### src/common/tri_setup_pkg.sv
package tri_setup_pkg;
// Contract
// RULE_01: Parameters load only from drawing commands; host and generic writes cannot touch them.
// RULE_02: Each parameter sits at a fixed offset, long edge Y start at zero.
// RULE_03: Edge values are signed: 31..28 sign, 27..16 integer, 15..0 fraction.
// RULE_04: Long edge starts at stored Y start, X start is X there.
// RULE_05: Long edge X gains its slope once per scan line stepped.
// RULE_06: Upper edge starts at its X start, steps by its slope per line.
// RULE_07: Lower edge starts at its X start, steps by its slope per line.
// RULE_08: Upper sub-triangle draws upper count spans, none when count is zero.
// RULE_09: Lower sub-triangle draws lower count spans, none when count is zero.
// RULE_10: Colour and alpha parameters are used only in Gouraud shading.
// RULE_11: Red starts at long edge, steps horizontally per pixel, edge-wise per line.
// RULE_12: Green starts at long edge, steps horizontally per pixel, edge-wise per line.
// RULE_13: Blue starts at long edge, steps horizontally per pixel, edge-wise per line.
// RULE_14: Alpha starts at long edge, steps horizontally per pixel, edge-wise per line.
// RULE_15: Colour starts unsigned 23..0; edge colour gradients sign-extended in 31..24.
// RULE_16: Depth starts at long edge, steps horizontally per pixel, edge-wise per line.
// RULE_17: Depth start has bit 31 zero; depth gradients signed, integer 30..15.
// RULE_18: Upper spans before lower; long edge runs through both, spans reach short edge. The code stops each span one pixel before the short edge.

	localparam int PARAM_WORDS = 36;
	localparam int SPAN_W = 12;
	localparam logic [7:0] OFF_LONG_EDGE_Y_START = 8'h00;
	localparam logic [7:0] OFF_LONG_EDGE_X_START = 8'h04;
	localparam logic [7:0] OFF_LONG_EDGE_X_SLOPE = 8'h08;
	localparam logic [7:0] OFF_UPPER_EDGE_X_START = 8'h0c;
	localparam logic [7:0] OFF_UPPER_EDGE_X_SLOPE = 8'h10;
	localparam logic [7:0] OFF_LOWER_EDGE_X_START = 8'h14;
	localparam logic [7:0] OFF_LOWER_EDGE_X_SLOPE = 8'h18;
	localparam logic [7:0] OFF_UPPER_SPAN_COUNT = 8'h1c;
	localparam logic [7:0] OFF_LOWER_SPAN_COUNT = 8'h20;
	localparam logic [7:0] OFF_RED_START = 8'h40;
	localparam logic [7:0] OFF_RED_HGRAD = 8'h44;
	localparam logic [7:0] OFF_RED_EGRAD = 8'h48;
	localparam logic [7:0] OFF_GREEN_START = 8'h4c;
	localparam logic [7:0] OFF_GREEN_HGRAD = 8'h50;
	localparam logic [7:0] OFF_GREEN_EGRAD = 8'h54;
	localparam logic [7:0] OFF_BLUE_START = 8'h58;
	localparam logic [7:0] OFF_BLUE_HGRAD = 8'h5c;
	localparam logic [7:0] OFF_BLUE_EGRAD = 8'h60;
	localparam logic [7:0] OFF_ALPHA_START = 8'h64;
	localparam logic [7:0] OFF_ALPHA_HGRAD = 8'h68;
	localparam logic [7:0] OFF_ALPHA_EGRAD = 8'h6c;
	localparam logic [7:0] OFF_DEPTH_START = 8'h80;
	localparam logic [7:0] OFF_DEPTH_HGRAD = 8'h84;
	localparam logic [7:0] OFF_DEPTH_EGRAD = 8'h8c;
	localparam int FIX_INT_LSB = 16;
	localparam int FIX_SIGN_LSB = 28;
	localparam int COLOUR_SIGN_LSB = 24;
	localparam int DEPTH_INT_LSB = 15;
	localparam int DEPTH_SIGN_BIT = 31;
	localparam logic [31:0] Y_STEP_ONE = 32'h0001_0000;
	localparam int NUM_CHANNELS = 5;
	localparam int CH_DEPTH = 4;
	localparam logic [11:0] REG_CONTROL = 12'h400;
	localparam logic [11:0] REG_STATUS = 12'h404;
	localparam logic [11:0] PARAM_SPACE_END = 12'h100;
	localparam int CTRL_GOURAUD_BIT = 0;
	localparam int CTRL_START_BIT = 1;
	localparam logic CTRL_GOURAUD_RESET = 1'b0;
	localparam int STAT_BUSY_BIT = 0;
	localparam int STAT_UPPER_BIT = 1;
	localparam int STAT_GOURAUD_BIT = 2;
	localparam int STAT_SPANS_LSB = 16;

	typedef enum logic [3:0] {
		ST_IDLE = 4'b0001,
		ST_SETUP = 4'b0010,
		ST_PIXEL = 4'b0100,
		ST_EDGE = 4'b1000
	} raster_state_t;
endpackage

### src/logic/triangle_setup_parameters.sv
`timescale 1ns/1ps
module triangle_setup_parameters
	import tri_setup_pkg::*;
(
	// Clock and reset
	input wire logic clk,
	input wire logic reset_n,
	// APB slave
	input wire logic psel,
	input wire logic penable,
	input wire logic pwrite,
	input wire logic [11:0] paddr,
	input wire logic [31:0] pwdata,
	output logic [31:0] prdata,
	output logic pready,
	output logic pslverr,
	// Drawing command parameter loads
	input wire logic cmd_valid,
	input wire logic cmd_generic,
	input wire logic [7:0] cmd_offset,
	input wire logic [31:0] cmd_data,
	output logic cmd_ready,
	// Pixel stream
	output logic pixel_valid,
	input wire logic pixel_ready,
	output logic [11:0] pixel_x,
	output logic [11:0] pixel_y,
	output logic [7:0] pixel_red,
	output logic [7:0] pixel_green,
	output logic [7:0] pixel_blue,
	output logic [7:0] pixel_alpha,
	output logic [15:0] pixel_depth,
	// Completion
	output logic frame_done
);
	logic [31:0] p [PARAM_WORDS];
	raster_state_t state_reg;
	raster_state_t state_next;
	logic ctrl_gouraud_reg;
	logic gouraud_reg;
	logic upper_phase_reg;
	logic upper_phase_next;
	logic [SPAN_W-1:0] spans_left_reg;
	logic [SPAN_W-1:0] spans_left_next;
	logic [31:0] y_reg;
	logic [31:0] y_next;
	logic [11:0] pix_x_reg;
	logic [11:0] pix_x_next;
	logic [11:0] span_end_reg;
	logic [11:0] span_end_next;
	logic dir_left_reg;
	logic dir_left_next;
	logic frame_done_reg;
	logic frame_done_next;
	logic [31:0] prdata_reg;
	logic [31:0] prdata_next;
	// APB decode
	logic apb_setup;
	logic apb_wr;
	logic hit_control;
	logic hit_status;
	logic ctrl_wr;
	logic [31:0] status_word;
	logic [31:0] read_value;
	// Sequencing terms
	logic is_idle;
	logic is_setup;
	logic is_pixel;
	logic is_edge;
	logic [SPAN_W-1:0] upper_cnt;
	logic [SPAN_W-1:0] lower_cnt;
	logic start_go;
	logic both_zero;
	logic last_span;
	logic switch_lower;
	logic finish;
	logic pixel_take;
	logic [11:0] pix_x_step;
	logic span_last;
	logic span_empty;
	// Edge walkers
	logic [31:0] long_x;
	logic [31:0] short_x;
	logic [31:0] short_load_value;
	logic [31:0] short_slope;
	logic short_load;
	logic short_step;
	// Interpolated channels: red, green, blue, alpha, depth
	logic [31:0] ch_start [NUM_CHANNELS];
	logic [31:0] ch_hgrad [NUM_CHANNELS];
	logic [31:0] ch_egrad [NUM_CHANNELS];
	logic [31:0] edge_acc [NUM_CHANNELS];
	logic [31:0] pix_acc [NUM_CHANNELS];
	param_store u_store (
		.clk(clk),
		.reset_n(reset_n),
		.load_en(cmd_valid && cmd_ready),
		.load_generic(cmd_generic),
		.load_offset(cmd_offset),
		.load_data(cmd_data),
		.word_reg(p)
	);

	// Parameters are frozen while a triangle is in flight
	assign cmd_ready = is_idle;

	// APB slave: zero wait states, read data captured in the setup phase
	assign apb_setup = psel && !penable;
	assign apb_wr = psel && penable && pwrite;
	assign hit_control = paddr == REG_CONTROL;
	assign hit_status = paddr == REG_STATUS;
	assign ctrl_wr = apb_wr && hit_control;
	assign pready = 1'b1;
	// Parameter space is not mapped for the host, so it answers with an error
	assign pslverr = psel && penable && !(hit_control || hit_status); // see RULE_01
	assign prdata = prdata_reg;

	assign status_word = {4'h0, spans_left_reg, 13'h0000, gouraud_reg, upper_phase_reg,
		!is_idle};
	assign read_value = hit_control ? {31'h0000_0000, ctrl_gouraud_reg} :
		hit_status ? status_word : 32'h0000_0000;
	assign prdata_next = apb_setup ? read_value : prdata_reg;

	// Field pick from the parameter words
	assign upper_cnt = p[OFF_UPPER_SPAN_COUNT[7:2]][27:16];
	assign lower_cnt = p[OFF_LOWER_SPAN_COUNT[7:2]][27:16];

	assign ch_start[0] = p[OFF_RED_START[7:2]];
	assign ch_hgrad[0] = p[OFF_RED_HGRAD[7:2]];
	assign ch_egrad[0] = p[OFF_RED_EGRAD[7:2]];
	assign ch_start[1] = p[OFF_GREEN_START[7:2]];
	assign ch_hgrad[1] = p[OFF_GREEN_HGRAD[7:2]];
	assign ch_egrad[1] = p[OFF_GREEN_EGRAD[7:2]];
	assign ch_start[2] = p[OFF_BLUE_START[7:2]];
	assign ch_hgrad[2] = p[OFF_BLUE_HGRAD[7:2]];
	assign ch_egrad[2] = p[OFF_BLUE_EGRAD[7:2]];
	assign ch_start[3] = p[OFF_ALPHA_START[7:2]];
	assign ch_hgrad[3] = p[OFF_ALPHA_HGRAD[7:2]];
	assign ch_egrad[3] = p[OFF_ALPHA_EGRAD[7:2]];
	assign ch_start[4] = p[OFF_DEPTH_START[7:2]];
	assign ch_hgrad[4] = p[OFF_DEPTH_HGRAD[7:2]];
	assign ch_egrad[4] = p[OFF_DEPTH_EGRAD[7:2]];

	// State terms
	assign is_idle = state_reg == ST_IDLE;
	assign is_setup = state_reg == ST_SETUP;
	assign is_pixel = state_reg == ST_PIXEL;
	assign is_edge = state_reg == ST_EDGE;

	assign start_go = ctrl_wr && pwdata[CTRL_START_BIT] && is_idle;
	assign both_zero = upper_cnt == '0 && lower_cnt == '0; // see RULE_08
	assign last_span = spans_left_reg == SPAN_W'(1);
	assign switch_lower = is_edge && last_span && upper_phase_reg && lower_cnt != '0; // see RULE_18
	assign finish = is_edge && last_span && !switch_lower; // see RULE_09

	// Pixel walk runs from the long edge toward the short edge, end excluded
	assign pixel_take = is_pixel && pixel_ready;
	assign pix_x_step = dir_left_reg ? pix_x_reg - 12'h001 : pix_x_reg + 12'h001;
	assign span_last = pix_x_step == span_end_reg;
	assign span_empty = long_x[27:16] == short_x[27:16];

	// Long edge: loaded at start, stepped on every scan line in both halves
	dda_accumulator #(.W(32)) u_long_x (
		.clk(clk),
		.reset_n(reset_n),
		.load(start_go),
		.load_value(p[OFF_LONG_EDGE_X_START[7:2]]), // see RULE_04
		.step(is_edge), // see RULE_05
		.subtract(1'b0),
		.step_value(p[OFF_LONG_EDGE_X_SLOPE[7:2]]),
		.value_reg(long_x)
	);

	// Short edge: upper start first, lower start when the upper half runs out
	assign short_load = start_go || switch_lower;
	assign short_load_value = (start_go && upper_cnt != '0) ?
		p[OFF_UPPER_EDGE_X_START[7:2]] : p[OFF_LOWER_EDGE_X_START[7:2]]; // see RULE_06
	assign short_slope = upper_phase_reg ?
		p[OFF_UPPER_EDGE_X_SLOPE[7:2]] : p[OFF_LOWER_EDGE_X_SLOPE[7:2]]; // see RULE_07
	assign short_step = is_edge && !last_span;

	dda_accumulator #(.W(32)) u_short_x (
		.clk(clk),
		.reset_n(reset_n),
		.load(short_load),
		.load_value(short_load_value),
		.step(short_step),
		.subtract(1'b0),
		.step_value(short_slope),
		.value_reg(short_x)
	);

	// Per channel: edge accumulator per scan line, pixel accumulator per pixel
	for (genvar c = 0; c < NUM_CHANNELS; c++) begin : g_ch
		logic load_live;
		logic step_live;

		// Start always comes with a mode write, so the written mode rules; depth always runs
		assign load_live = pwdata[CTRL_GOURAUD_BIT] || (c == CH_DEPTH); // see RULE_10
		assign step_live = gouraud_reg || (c == CH_DEPTH); // see RULE_10

		dda_accumulator #(.W(32)) u_edge (
			.clk(clk),
			.reset_n(reset_n),
			.load(start_go),
			.load_value(load_live ? ch_start[c] : 32'h0000_0000),
			.step(is_edge && step_live), // see RULE_11 RULE_12 RULE_13 RULE_14 RULE_16
			.subtract(1'b0),
			.step_value(ch_egrad[c]),
			.value_reg(edge_acc[c])
		);

		dda_accumulator #(.W(32)) u_pixel (
			.clk(clk),
			.reset_n(reset_n),
			.load(is_setup),
			.load_value(edge_acc[c]),
			.step(pixel_take && !span_last && step_live), // see RULE_11 RULE_12 RULE_13
			.subtract(dir_left_reg), // see RULE_14 RULE_16
			.step_value(ch_hgrad[c]),
			.value_reg(pix_acc[c])
		);
	end

	// Sequencer
	always_comb begin
		state_next = state_reg;
		upper_phase_next = upper_phase_reg;
		spans_left_next = spans_left_reg;
		y_next = y_reg;
		pix_x_next = pix_x_reg;
		span_end_next = span_end_reg;
		dir_left_next = dir_left_reg;
		frame_done_next = 1'b0;
		unique case (state_reg)
			ST_IDLE: begin
				if (start_go) begin
					y_next = p[OFF_LONG_EDGE_Y_START[7:2]]; // see RULE_04
					upper_phase_next = upper_cnt != '0; // see RULE_08
					spans_left_next = (upper_cnt != '0) ? upper_cnt : lower_cnt;
					if (both_zero) begin
						frame_done_next = 1'b1;
					end else begin
						state_next = ST_SETUP;
					end
				end
			end
			ST_SETUP: begin
				pix_x_next = long_x[27:16];
				span_end_next = short_x[27:16];
				dir_left_next = $signed(short_x[27:16]) < $signed(long_x[27:16]);
				state_next = span_empty ? ST_EDGE : ST_PIXEL; // see RULE_18
			end
			ST_PIXEL: begin
				if (pixel_take) begin
					pix_x_next = pix_x_step;
					if (span_last) begin
						state_next = ST_EDGE;
					end
				end
			end
			ST_EDGE: begin
				y_next = y_reg + Y_STEP_ONE;
				if (switch_lower) begin
					upper_phase_next = 1'b0;
					spans_left_next = lower_cnt; // see RULE_09
					state_next = ST_SETUP;
				end else if (finish) begin
					spans_left_next = '0;
					frame_done_next = 1'b1;
					state_next = ST_IDLE;
				end else begin
					spans_left_next = spans_left_reg - SPAN_W'(1);
					state_next = ST_SETUP;
				end
			end
		endcase
	end

	always_ff @(posedge clk or negedge reset_n) begin
		if (!reset_n) begin
			state_reg <= ST_IDLE;
			upper_phase_reg <= 1'b0;
			spans_left_reg <= '0;
			y_reg <= '0;
			pix_x_reg <= '0;
			span_end_reg <= '0;
			dir_left_reg <= 1'b0;
			frame_done_reg <= 1'b0;
		end else begin
			state_reg <= state_next;
			upper_phase_reg <= upper_phase_next;
			spans_left_reg <= spans_left_next;
			y_reg <= y_next;
			pix_x_reg <= pix_x_next;
			span_end_reg <= span_end_next;
			dir_left_reg <= dir_left_next;
			frame_done_reg <= frame_done_next;
		end
	end

	// Shading mode is latched at start so a mid-triangle write cannot tear it
	always_ff @(posedge clk or negedge reset_n) begin
		if (!reset_n) begin
			ctrl_gouraud_reg <= CTRL_GOURAUD_RESET;
			gouraud_reg <= CTRL_GOURAUD_RESET;
			prdata_reg <= '0;
		end else begin
			if (ctrl_wr) begin
				ctrl_gouraud_reg <= pwdata[CTRL_GOURAUD_BIT];
			end
			if (start_go) begin
				gouraud_reg <= pwdata[CTRL_GOURAUD_BIT]; // see RULE_10
			end
			prdata_reg <= prdata_next;
		end
	end

	// Outputs
	assign pixel_valid = is_pixel;
	assign pixel_x = pix_x_reg;
	assign pixel_y = y_reg[27:16];
	assign pixel_red = pix_acc[0][23:16];
	assign pixel_green = pix_acc[1][23:16];
	assign pixel_blue = pix_acc[2][23:16];
	assign pixel_alpha = pix_acc[3][23:16];
	assign pixel_depth = pix_acc[CH_DEPTH][30:15];
	assign frame_done = frame_done_reg;

	a_host_refused: assert property (@(posedge clk) disable iff (!reset_n) // see RULE_01
		psel && penable && paddr < PARAM_SPACE_END |-> pslverr && prdata == 32'h0000_0000)
		else $error("host reached parameter space");
	a_long_edge_start: assert property (@(posedge clk) disable iff (!reset_n) // see RULE_04
		start_go |=> long_x == $past(p[OFF_LONG_EDGE_X_START[7:2]])
		&& y_reg == $past(p[OFF_LONG_EDGE_Y_START[7:2]]))
		else $error("long edge start not loaded");
	a_long_edge_step: assert property (@(posedge clk) disable iff (!reset_n) // see RULE_05
		is_edge |=> long_x == $past(long_x) + $past(p[OFF_LONG_EDGE_X_SLOPE[7:2]])
		&& y_reg == $past(y_reg) + Y_STEP_ONE)
		else $error("long edge step wrong");
	a_upper_edge_step: assert property (@(posedge clk) disable iff (!reset_n) // see RULE_06
		is_edge && upper_phase_reg && !last_span
		|=> short_x == $past(short_x) + $past(p[OFF_UPPER_EDGE_X_SLOPE[7:2]]))
		else $error("upper edge step wrong");
	a_lower_switch: assert property (@(posedge clk) disable iff (!reset_n) // see RULE_07
		switch_lower |=> short_x == $past(p[OFF_LOWER_EDGE_X_START[7:2]])
		&& !upper_phase_reg && spans_left_reg == $past(lower_cnt) && is_setup)
		else $error("lower edge not started");
	a_upper_skip: assert property (@(posedge clk) disable iff (!reset_n) // see RULE_08
		start_go && upper_cnt == '0 && lower_cnt != '0
		|=> !upper_phase_reg && spans_left_reg == $past(lower_cnt) ##1 is_pixel || is_edge)
		else $error("empty upper half not skipped");
	a_lower_finish: assert property (@(posedge clk) disable iff (!reset_n) // see RULE_09
		is_edge && last_span && (!upper_phase_reg || lower_cnt == '0)
		|=> is_idle && frame_done ##1 !frame_done)
		else $error("triangle did not end after last span");
	a_flat_colour: assert property (@(posedge clk) disable iff (!reset_n) // see RULE_10
		is_pixel && !gouraud_reg |-> pixel_red == 8'h00 && pixel_green == 8'h00
		&& pixel_blue == 8'h00 && pixel_alpha == 8'h00)
		else $error("colour used outside Gouraud");
	a_red_pixel_step: assert property (@(posedge clk) disable iff (!reset_n) // see RULE_11
		pixel_take && !span_last && !dir_left_reg && gouraud_reg
		|=> pix_acc[0] == $past(pix_acc[0]) + $past(ch_hgrad[0]))
		else $error("red pixel step wrong");
	a_depth_edge_step: assert property (@(posedge clk) disable iff (!reset_n) // see RULE_16
		is_edge |=> edge_acc[CH_DEPTH] == $past(edge_acc[CH_DEPTH]) + $past(ch_egrad[CH_DEPTH]))
		else $error("depth edge step wrong");
	a_span_load: assert property (@(posedge clk) disable iff (!reset_n) // see RULE_18
		is_setup |=> pix_x_reg == $past(long_x[27:16]) && pix_acc[0] == $past(edge_acc[0]))
		else $error("span did not start at long edge");
endmodule

### src/logic/dda_accumulator.sv
`timescale 1ns/1ps
module dda_accumulator
	import tri_setup_pkg::*;
#(
	parameter int W = 32
)(
	// Clock and reset
	input wire logic clk,
	input wire logic reset_n,
	// Control
	input wire logic load,
	input wire logic [W-1:0] load_value,
	input wire logic step,
	input wire logic subtract,
	input wire logic [W-1:0] step_value,
	// Result
	output logic [W-1:0] value_reg
);
	logic [W-1:0] value_next;

	// Load wins over step so a fresh start never inherits a stale increment
	assign value_next = load ? load_value :
		step ? (subtract ? value_reg - step_value : value_reg + step_value) : value_reg;

	always_ff @(posedge clk or negedge reset_n) begin
		if (!reset_n) begin
			value_reg <= '0;
		end else begin
			value_reg <= value_next;
		end
	end
endmodule

### src/logic/param_store.sv
`timescale 1ns/1ps
module param_store
	import tri_setup_pkg::*;
(
	// Clock and reset
	input wire logic clk,
	input wire logic reset_n,
	// Command load
	input wire logic load_en,
	input wire logic load_generic,
	input wire logic [7:0] load_offset,
	input wire logic [31:0] load_data,
	// Stored words
	output logic [31:0] word_reg [PARAM_WORDS]
);
	logic [5:0] load_index;
	logic load_hit;
	logic [31:0] shaped;

	function automatic logic [31:0] shape(input logic [7:0] off, input logic [31:0] d);
		case (off)
			OFF_UPPER_SPAN_COUNT, OFF_LOWER_SPAN_COUNT: shape = {4'h0, d[27:16], 16'h0000};
			OFF_RED_START, OFF_GREEN_START, OFF_BLUE_START, OFF_ALPHA_START: begin
				shape = {8'h00, d[23:0]}; // see RULE_15
			end
			OFF_RED_EGRAD, OFF_GREEN_EGRAD, OFF_BLUE_EGRAD, OFF_ALPHA_EGRAD: begin
				shape = {{8{d[23]}}, d[23:0]}; // see RULE_15
			end
			OFF_DEPTH_START: shape = {1'b0, d[30:0]}; // see RULE_17
			OFF_DEPTH_HGRAD, OFF_DEPTH_EGRAD: shape = d; // see RULE_17
			default: shape = {{4{d[27]}}, d[27:0]}; // see RULE_03
		endcase
	endfunction

	assign load_index = load_offset[7:2]; // see RULE_02
	assign load_hit = load_en && !load_generic && (load_offset < 8'(PARAM_WORDS * 4)); // see RULE_01
	assign shaped = shape(load_offset, load_data);

	always_ff @(posedge clk or negedge reset_n) begin
		if (!reset_n) begin
			for (int i = 0; i < PARAM_WORDS; i++) begin
				word_reg[i] <= '0;
			end
		end else if (load_hit) begin
			word_reg[load_index] <= shaped;
		end
	end

	a_generic_ignored: assert property (@(posedge clk) disable iff (!reset_n) // see RULE_01
		load_en && load_generic && load_offset < 8'(PARAM_WORDS * 4)
		|=> word_reg[$past(load_index)] == $past(word_reg[load_index]))
		else $error("generic write changed a parameter");
endmodule

### config.mk
export PLATFORM = sky130hd
export DESIGN_NAME = triangle_setup_parameters
export DESIGN_NICKNAME = d
export VERILOG_FILES = /design/src/common/tri_setup_pkg.sv /design/src/logic/triangle_setup_parameters.sv /design/src/logic/dda_accumulator.sv /design/src/logic/param_store.sv
export SDC_FILE = /design/constraint.sdc
export NUM_CORES = 2
export LEC_CHECK = 0
export ABC_AREA = 1
export BUFFER_PORTS_ARGS = -buffer_cell sky130_fd_sc_hd__clkbuf_2
export CORE_MARGIN = 3
export CORE_UTILIZATION = 25
export CTS_CLUSTER_DIAMETER = 80
export DETAILED_ROUTE_END_ITERATION = 10
export HOLD_SLACK_MARGIN = 0.02
export PLACE_DENSITY_LB_ADDON = 0.25
export SYNTH_ARGS = -nofsm -noshare
export SYNTH_HDL_FRONTEND = slang
export SYNTH_HIERARCHICAL = 1
export SYNTH_SLANG_ARGS = --single-unit
### constraint.sdc
create_clock -name clk -period 10.07 [get_ports clk]
set_input_delay 1.007 -clock clk [delete_from_list [all_inputs] [get_ports clk]]
set_output_delay 1.007 -clock clk [all_outputs]
set_load 0.01 [all_outputs]
## Word level (Yosys, flattened, before mapping)

Cells that the tools add are included.

- Logic and storage cells: 229
- Flip-flop bits (word level): 1645
- Output and inout bits: 109
- Input port bits: 92

- Bitwise logic cells: 1
- $lt $le $gt $ge: 4
- Add/sub/neg operators: 21
- Equality and inequality tests: 27
- Muxes and demuxes: 67
- Reductions and logical operators: 50

Operator list:

| kind | count |
|---|---|
| two-way mux 32 bit | 37 |
| bitwise mux 1152 bit | 1 |
| adder 32 bit | 12 |
| demux 32 bit (select 6 bit) | 1 |
| one-hot mux 32 bit (5 select lines) | 1 |
| subtractor 32 bit | 5 |
| two-way mux 12 bit | 6 |
| == test 8 x 7 -> 1 bit, second input constant | 8 |
| one-hot mux 32 bit (2 select lines) | 1 |
| two-way mux 28 bit | 2 |
| one-hot mux 12 bit (2 select lines) | 2 |
| adder 32 x 17 -> 32 bit, second input constant | 1 |
| == test 12 x 11 -> 1 bit, second input constant | 2 |
| == test 12 bit | 2 |
| == test 8 bit, second input constant | 3 |
| logical NOT 12 bit | 2 |
| nonzero test 12 bit | 2 |
| subtractor 12 x 1 -> 12 bit, second input constant | 2 |
| logical AND 1 bit | 22 |
| two-way mux 4 bit | 5 |
| one-hot mux 4 bit (4 select lines) | 1 |
| nonzero test 2 bit | 7 |
| adder 12 x 1 -> 12 bit, second input constant | 1 |
| == test 12 x 1 -> 1 bit, second input constant | 1 |
| other kinds (23) | 43 |

## Logic depth before layout (Yosys ltp)

- Depth after elaboration: 9
- Mapped depth: 25
- Mapped depth without buffers: 23

## Hierarchy

The synthesis kept the hierarchy.

Modules (own cells, without submodules):

| module | cells an instance | instances | area each (µm²) |
|---|---|---|---|
| param_store | 4112 | 1 | 41653.7 |
| dda_accumulator (g_ch[0].u_edge ...) | 785 | 9 | 4613.2 |
| triangle_setup_parameters | 1165 | 1 | 7169.4 |
| dda_accumulator (u_long_x) | 798 | 1 | 4655.7 |
| dda_accumulator (g_ch[1].u_edge) | 785 | 1 | 4611.9 |
| dda_accumulator (u_short_x) | 767 | 1 | 4488.1 |

## Least setup slack after synthesis

No wires, ideal clock.

- Path type: reg2reg
- From: register dir_left_reg
- To: register g_ch[0].u_pixel.value_reg[6]
- Buffers on the path: 1
- Cell stages (with the launch flop): 19
- Clock period less this slack: 3668 ps
- Path slack: 6402 ps
- Arrival time: 3582 ps
- Required time: 9983 ps
- Path through: dfrtp_1 ha_1 nand2_1 inv_1 a21oi_1 nand2_1 nand2_2 nand2_1 nand2_1 nand3b_1 nand2_1 nor2_1 and2_1 nor3_1 inv_1 nor2_4 inv_1 clkbuf_1 o211ai_1

- Word-level cells in the longest chain between the ends: 6
- Elaborated cells between the ends (all ways): 9
- Classes of those cells: eq/ne: 1; mux: 4; reduce/logical: 4

RTL lines:

| element | line | RTL |
|---|---|---|
| start: declaration | triangle_setup_parameters.sv:51 | `logic dir_left_reg;` |
| start signal: assignment | triangle_setup_parameters.sv:297 | `dir_left_reg <= dir_left_next;` |
| two-way mux 12 bit | triangle_setup_parameters.sv:158 | `assign pix_x_step = dir_left_reg ? pix_x_reg - 12'h001 : pix_x_reg + 12'h001;` |
| == test 12 bit | triangle_setup_parameters.sv:159 | `assign span_last = pix_x_step == span_end_reg;` |
| logical NOT 1 bit | triangle_setup_parameters.sv:218 | `.step(pixel_take && !span_last && step_live),` |
| logical AND 1 bit (2 in series) | triangle_setup_parameters.sv:218 |  |
| nonzero test 2 bit (no source line) | -- |  |
| end signal: assignment | dda_accumulator.sv:29 | `value_reg <= value_next;` |
| end: declaration | dda_accumulator.sv:17 | `output logic [W-1:0] value_reg` |

Parallel ways exist; a longest one is shown, timed or not. The select of a mux whose other input is x is not followed.
A chain may end at the register's enable or synchronous reset.

## Worst setup path after layout

- From: register dir_left_reg
- To: register g_ch[0].u_pixel.value_reg[14]

The elaborated chain is that of the path after synthesis.

==> flow_summary_export.csv <==
group,metric,value,unit
global_route,first_global_vias,60002,
sta,maxSlewViolCount,0,
synth,syn_area,0.07142,mm^2
clock_network,cts_max_level,3,
routing,viasPerCell,4.402,
routing,via_count,62783,
pwr,switching_share,43.41,%
worst_setup_path,critPathRequiredTime,10.79,ns
sta,tightest_slew,1.172,ns
worst_setup_path,cp-end-kind,"flop",
clock_network,insertion_delay,0.79,ns
sta,rsz0062_at_grt,"false",
clock_network,cts_buffers,121,
pwr,p_clk_share,26.9,%
floorplanning,initial_core_util,25.21,%
routing,drt_wl_total,238300,um
clock_network,cts_tree,"yes",
global_route,grt_use_total,16.01,%
worst_setup_path,worstPathArrival,5.12,ns
place,dpl.hpwl,172200,um
synth,synth_cells,10407,
place,post-place-ws,5.129,ns
worst_setup_path,crit_type,"flop to flop",
global_route,grt_pass1_wl,366500,um
sta,worst_slack,5.676,ns
finish,largest_reg_flops,585,
floorplanning,die_area,0.2921,mm^2
clock_network,cts_sinks,967,
sta,final_hold_viol_count,0,
worst_setup_path,path_max_fanout,41,
pwr,p_comb_share,45.5,%
clock_network,clockBufferDepth,3,
sta,clock-skew-final,0.03812,ns
floorplanning,rows,195,
routing,drc,0,
sta,relSlewSlack,21.75,%
finish,drive_above_1_share,8.865,%
sta,setup_viol,0,
clock_network,cts_resized,0,
pwr,p_leak,42.31,nW
floorplanning,io-pin-count,201,
global_route,grt_start_max_net_pins,139,
clock_network,post-cts-setup-buffers,0,
pwr,internal_power,10.25,mW
finish,area_growth_syn_to_layout,12.61,%
synth,syn_avg_cell_area,6.862,um^2
pwr,seqPwrFrac,27.7,%
floorplanning,die_h,540.5,um
finish,final_nets,10847,
clock_network,cts.clk_slew.worst_paths,0.06,ns
worst_setup_path,worstSetupStartpointType,"flop",
flow_run,maxCapViolCount,0,
clock_network,cts-root-buf,"clkbuf_16",
sta,worst_hold_slack,0.1603,ns
routing,post_drt_wl_per_cell,16.71,um
clock_network,cts.hold.buffers_added,0,
floorplanning,core,0.2833,mm^2
place,io_buffers,151,
pwr,powerDensity,225.2,mW/mm^2
global_route,grt_overflow,0,
routing,drtIter0Drc,4961,
outcome,outcome,"completed",
routing,first_pass_iters,6,
floorplanning,fp.dieW,540.5,um
worst_hold_path,min_path_type,"input pin to asynchronous set/reset pin",
sta,post-route-min-period,4.394,ns
place,gp_congestion,0.8579,
pwr,p_sw,7.860,mW
synth,ys_warn_count,6,
routing,ant_nets,0,
sta,fmax,227.6,MHz
worst_setup_path,reg2reg_depth,20,
sta,tns,0,ns
global_route,antenna_found_initial,27,
pwr,ir_drop,0.2141,mV
sta,min_period_over_period,43.63,%
worst max-delay path, stage by stage, from the launching register on:
cell and delay, ns:
dfrtp_4 0.93, ha_1 0.43, nand2_1 0.14, inv_1 0.05, a21oi_1 0.23, nand2_1 0.15, nand2_2 0.10, nand2_1 0.07
nand2_1 0.09, nand3b_1 0.08, nand2_1 0.06, nor2_1 0.05, and2_1 0.18, nor3_2 0.10, buf_4 0.33, inv_1 0.13
nor2_4 0.34, inv_1 0.40, a21oi_1 0.21, o21ai_0 0.12, nand3_1 0.08
cell type report:
| type | instances | area (um^2) |
|---|---|---|
| antenna | 17 | 42.54 |
| timing repair buffer | 222 | 1364 |
| tap | 3743 | 4683 |
| inverter | 1604 | 6033 |
| fill | 31345 | 202800 |
| clock buffer | 163 | 3468 |
| clock inverter | 67 | 975.9 |
| multi-input combinational | 7479 | 39650 |
| sequential | 967 | 24200 |
power groups by stage:
stage	clock (mW)	sequential, mW	combinational [mW]
floorplan	0	4.85	6.12
global placement	0	5.10	8.22
detailed placement	0	5.09	8.24
CTS	5.01	5.03	8.28
global route	5.15	5.08	9.47
finish	4.87	5.01	8.23
final timing paths:
check                                       from                             to  slack, ns
max in group asynchronous                reset_n               ctrl_gouraud_reg       7.75
min                                      reset_n          u_store/word_reg[503]       0.16
min in group clk           u_store/word_reg[343]          u_store/word_reg[343]       0.48
min reg2reg                u_store/word_reg[343]          u_store/word_reg[343]       0.48
max                                 dir_left_reg  g_ch[0].u_pixel/value_reg[14]       5.68
max reg2reg                         dir_left_reg  g_ch[0].u_pixel/value_reg[14]       5.68
cells in the final DEF (no fill, tap or decap), types with 64 or more instances in the layout:
cell,instances
xor2_1,245
clkbuf_16,123
inv_1,1533
buf_4,67
nor2_4,69
o21ai_0,671
clkbuf_2,149
nor2_1,723
nand3_1,377
a22oi_1,203
nand3b_1,93
a21oi_1,243
nand2_1,3435
o211ai_1,80
xnor2_1,183
nor3_1,69
nand2_2,131
o21ai_1,74
dfrtp_1,965
inv_2,64
ha_1,347
stage by stage:
| stage | cells | instance area, um^2 | util, % | power [mW] |
|---|---|---|---|---|
| 2_1_floorplan | 10466 | 71640 | - | 10.97 |
| 3_3_place_gp | 14015 | 75930 | 26.81 | 13.32 |
| 3_5_place_dp | 14015 | 75930 | 26.81 | 13.33 |
| 4_1_cts | 14245 | 80380 | 28.38 | 18.31 |
| 5_1_grt | 14246 | 80380 | 28.38 | 19.70 |
| 6_report | 14262 | 80420 | 28.39 | 18.11 |
metal layers:
| layer | share of wire, % | global-route usage [%] | wire, um | up-vias |
|---|---|---|---|---|
| met4 | 2.1 | 3.693 | 4999 | 0 |
| li1 | - | - | - | 32593 |
| met2 | 46 | 26.09 | 108600 | 989 |
| met3 | 4.2 | 1.770 | 10070 | 230 |
| met1 | 48 | 22.60 | 114700 | 28971 |
| met5 | 0 | 0 | 0 | - |
(Power assumes the default switching activity.)
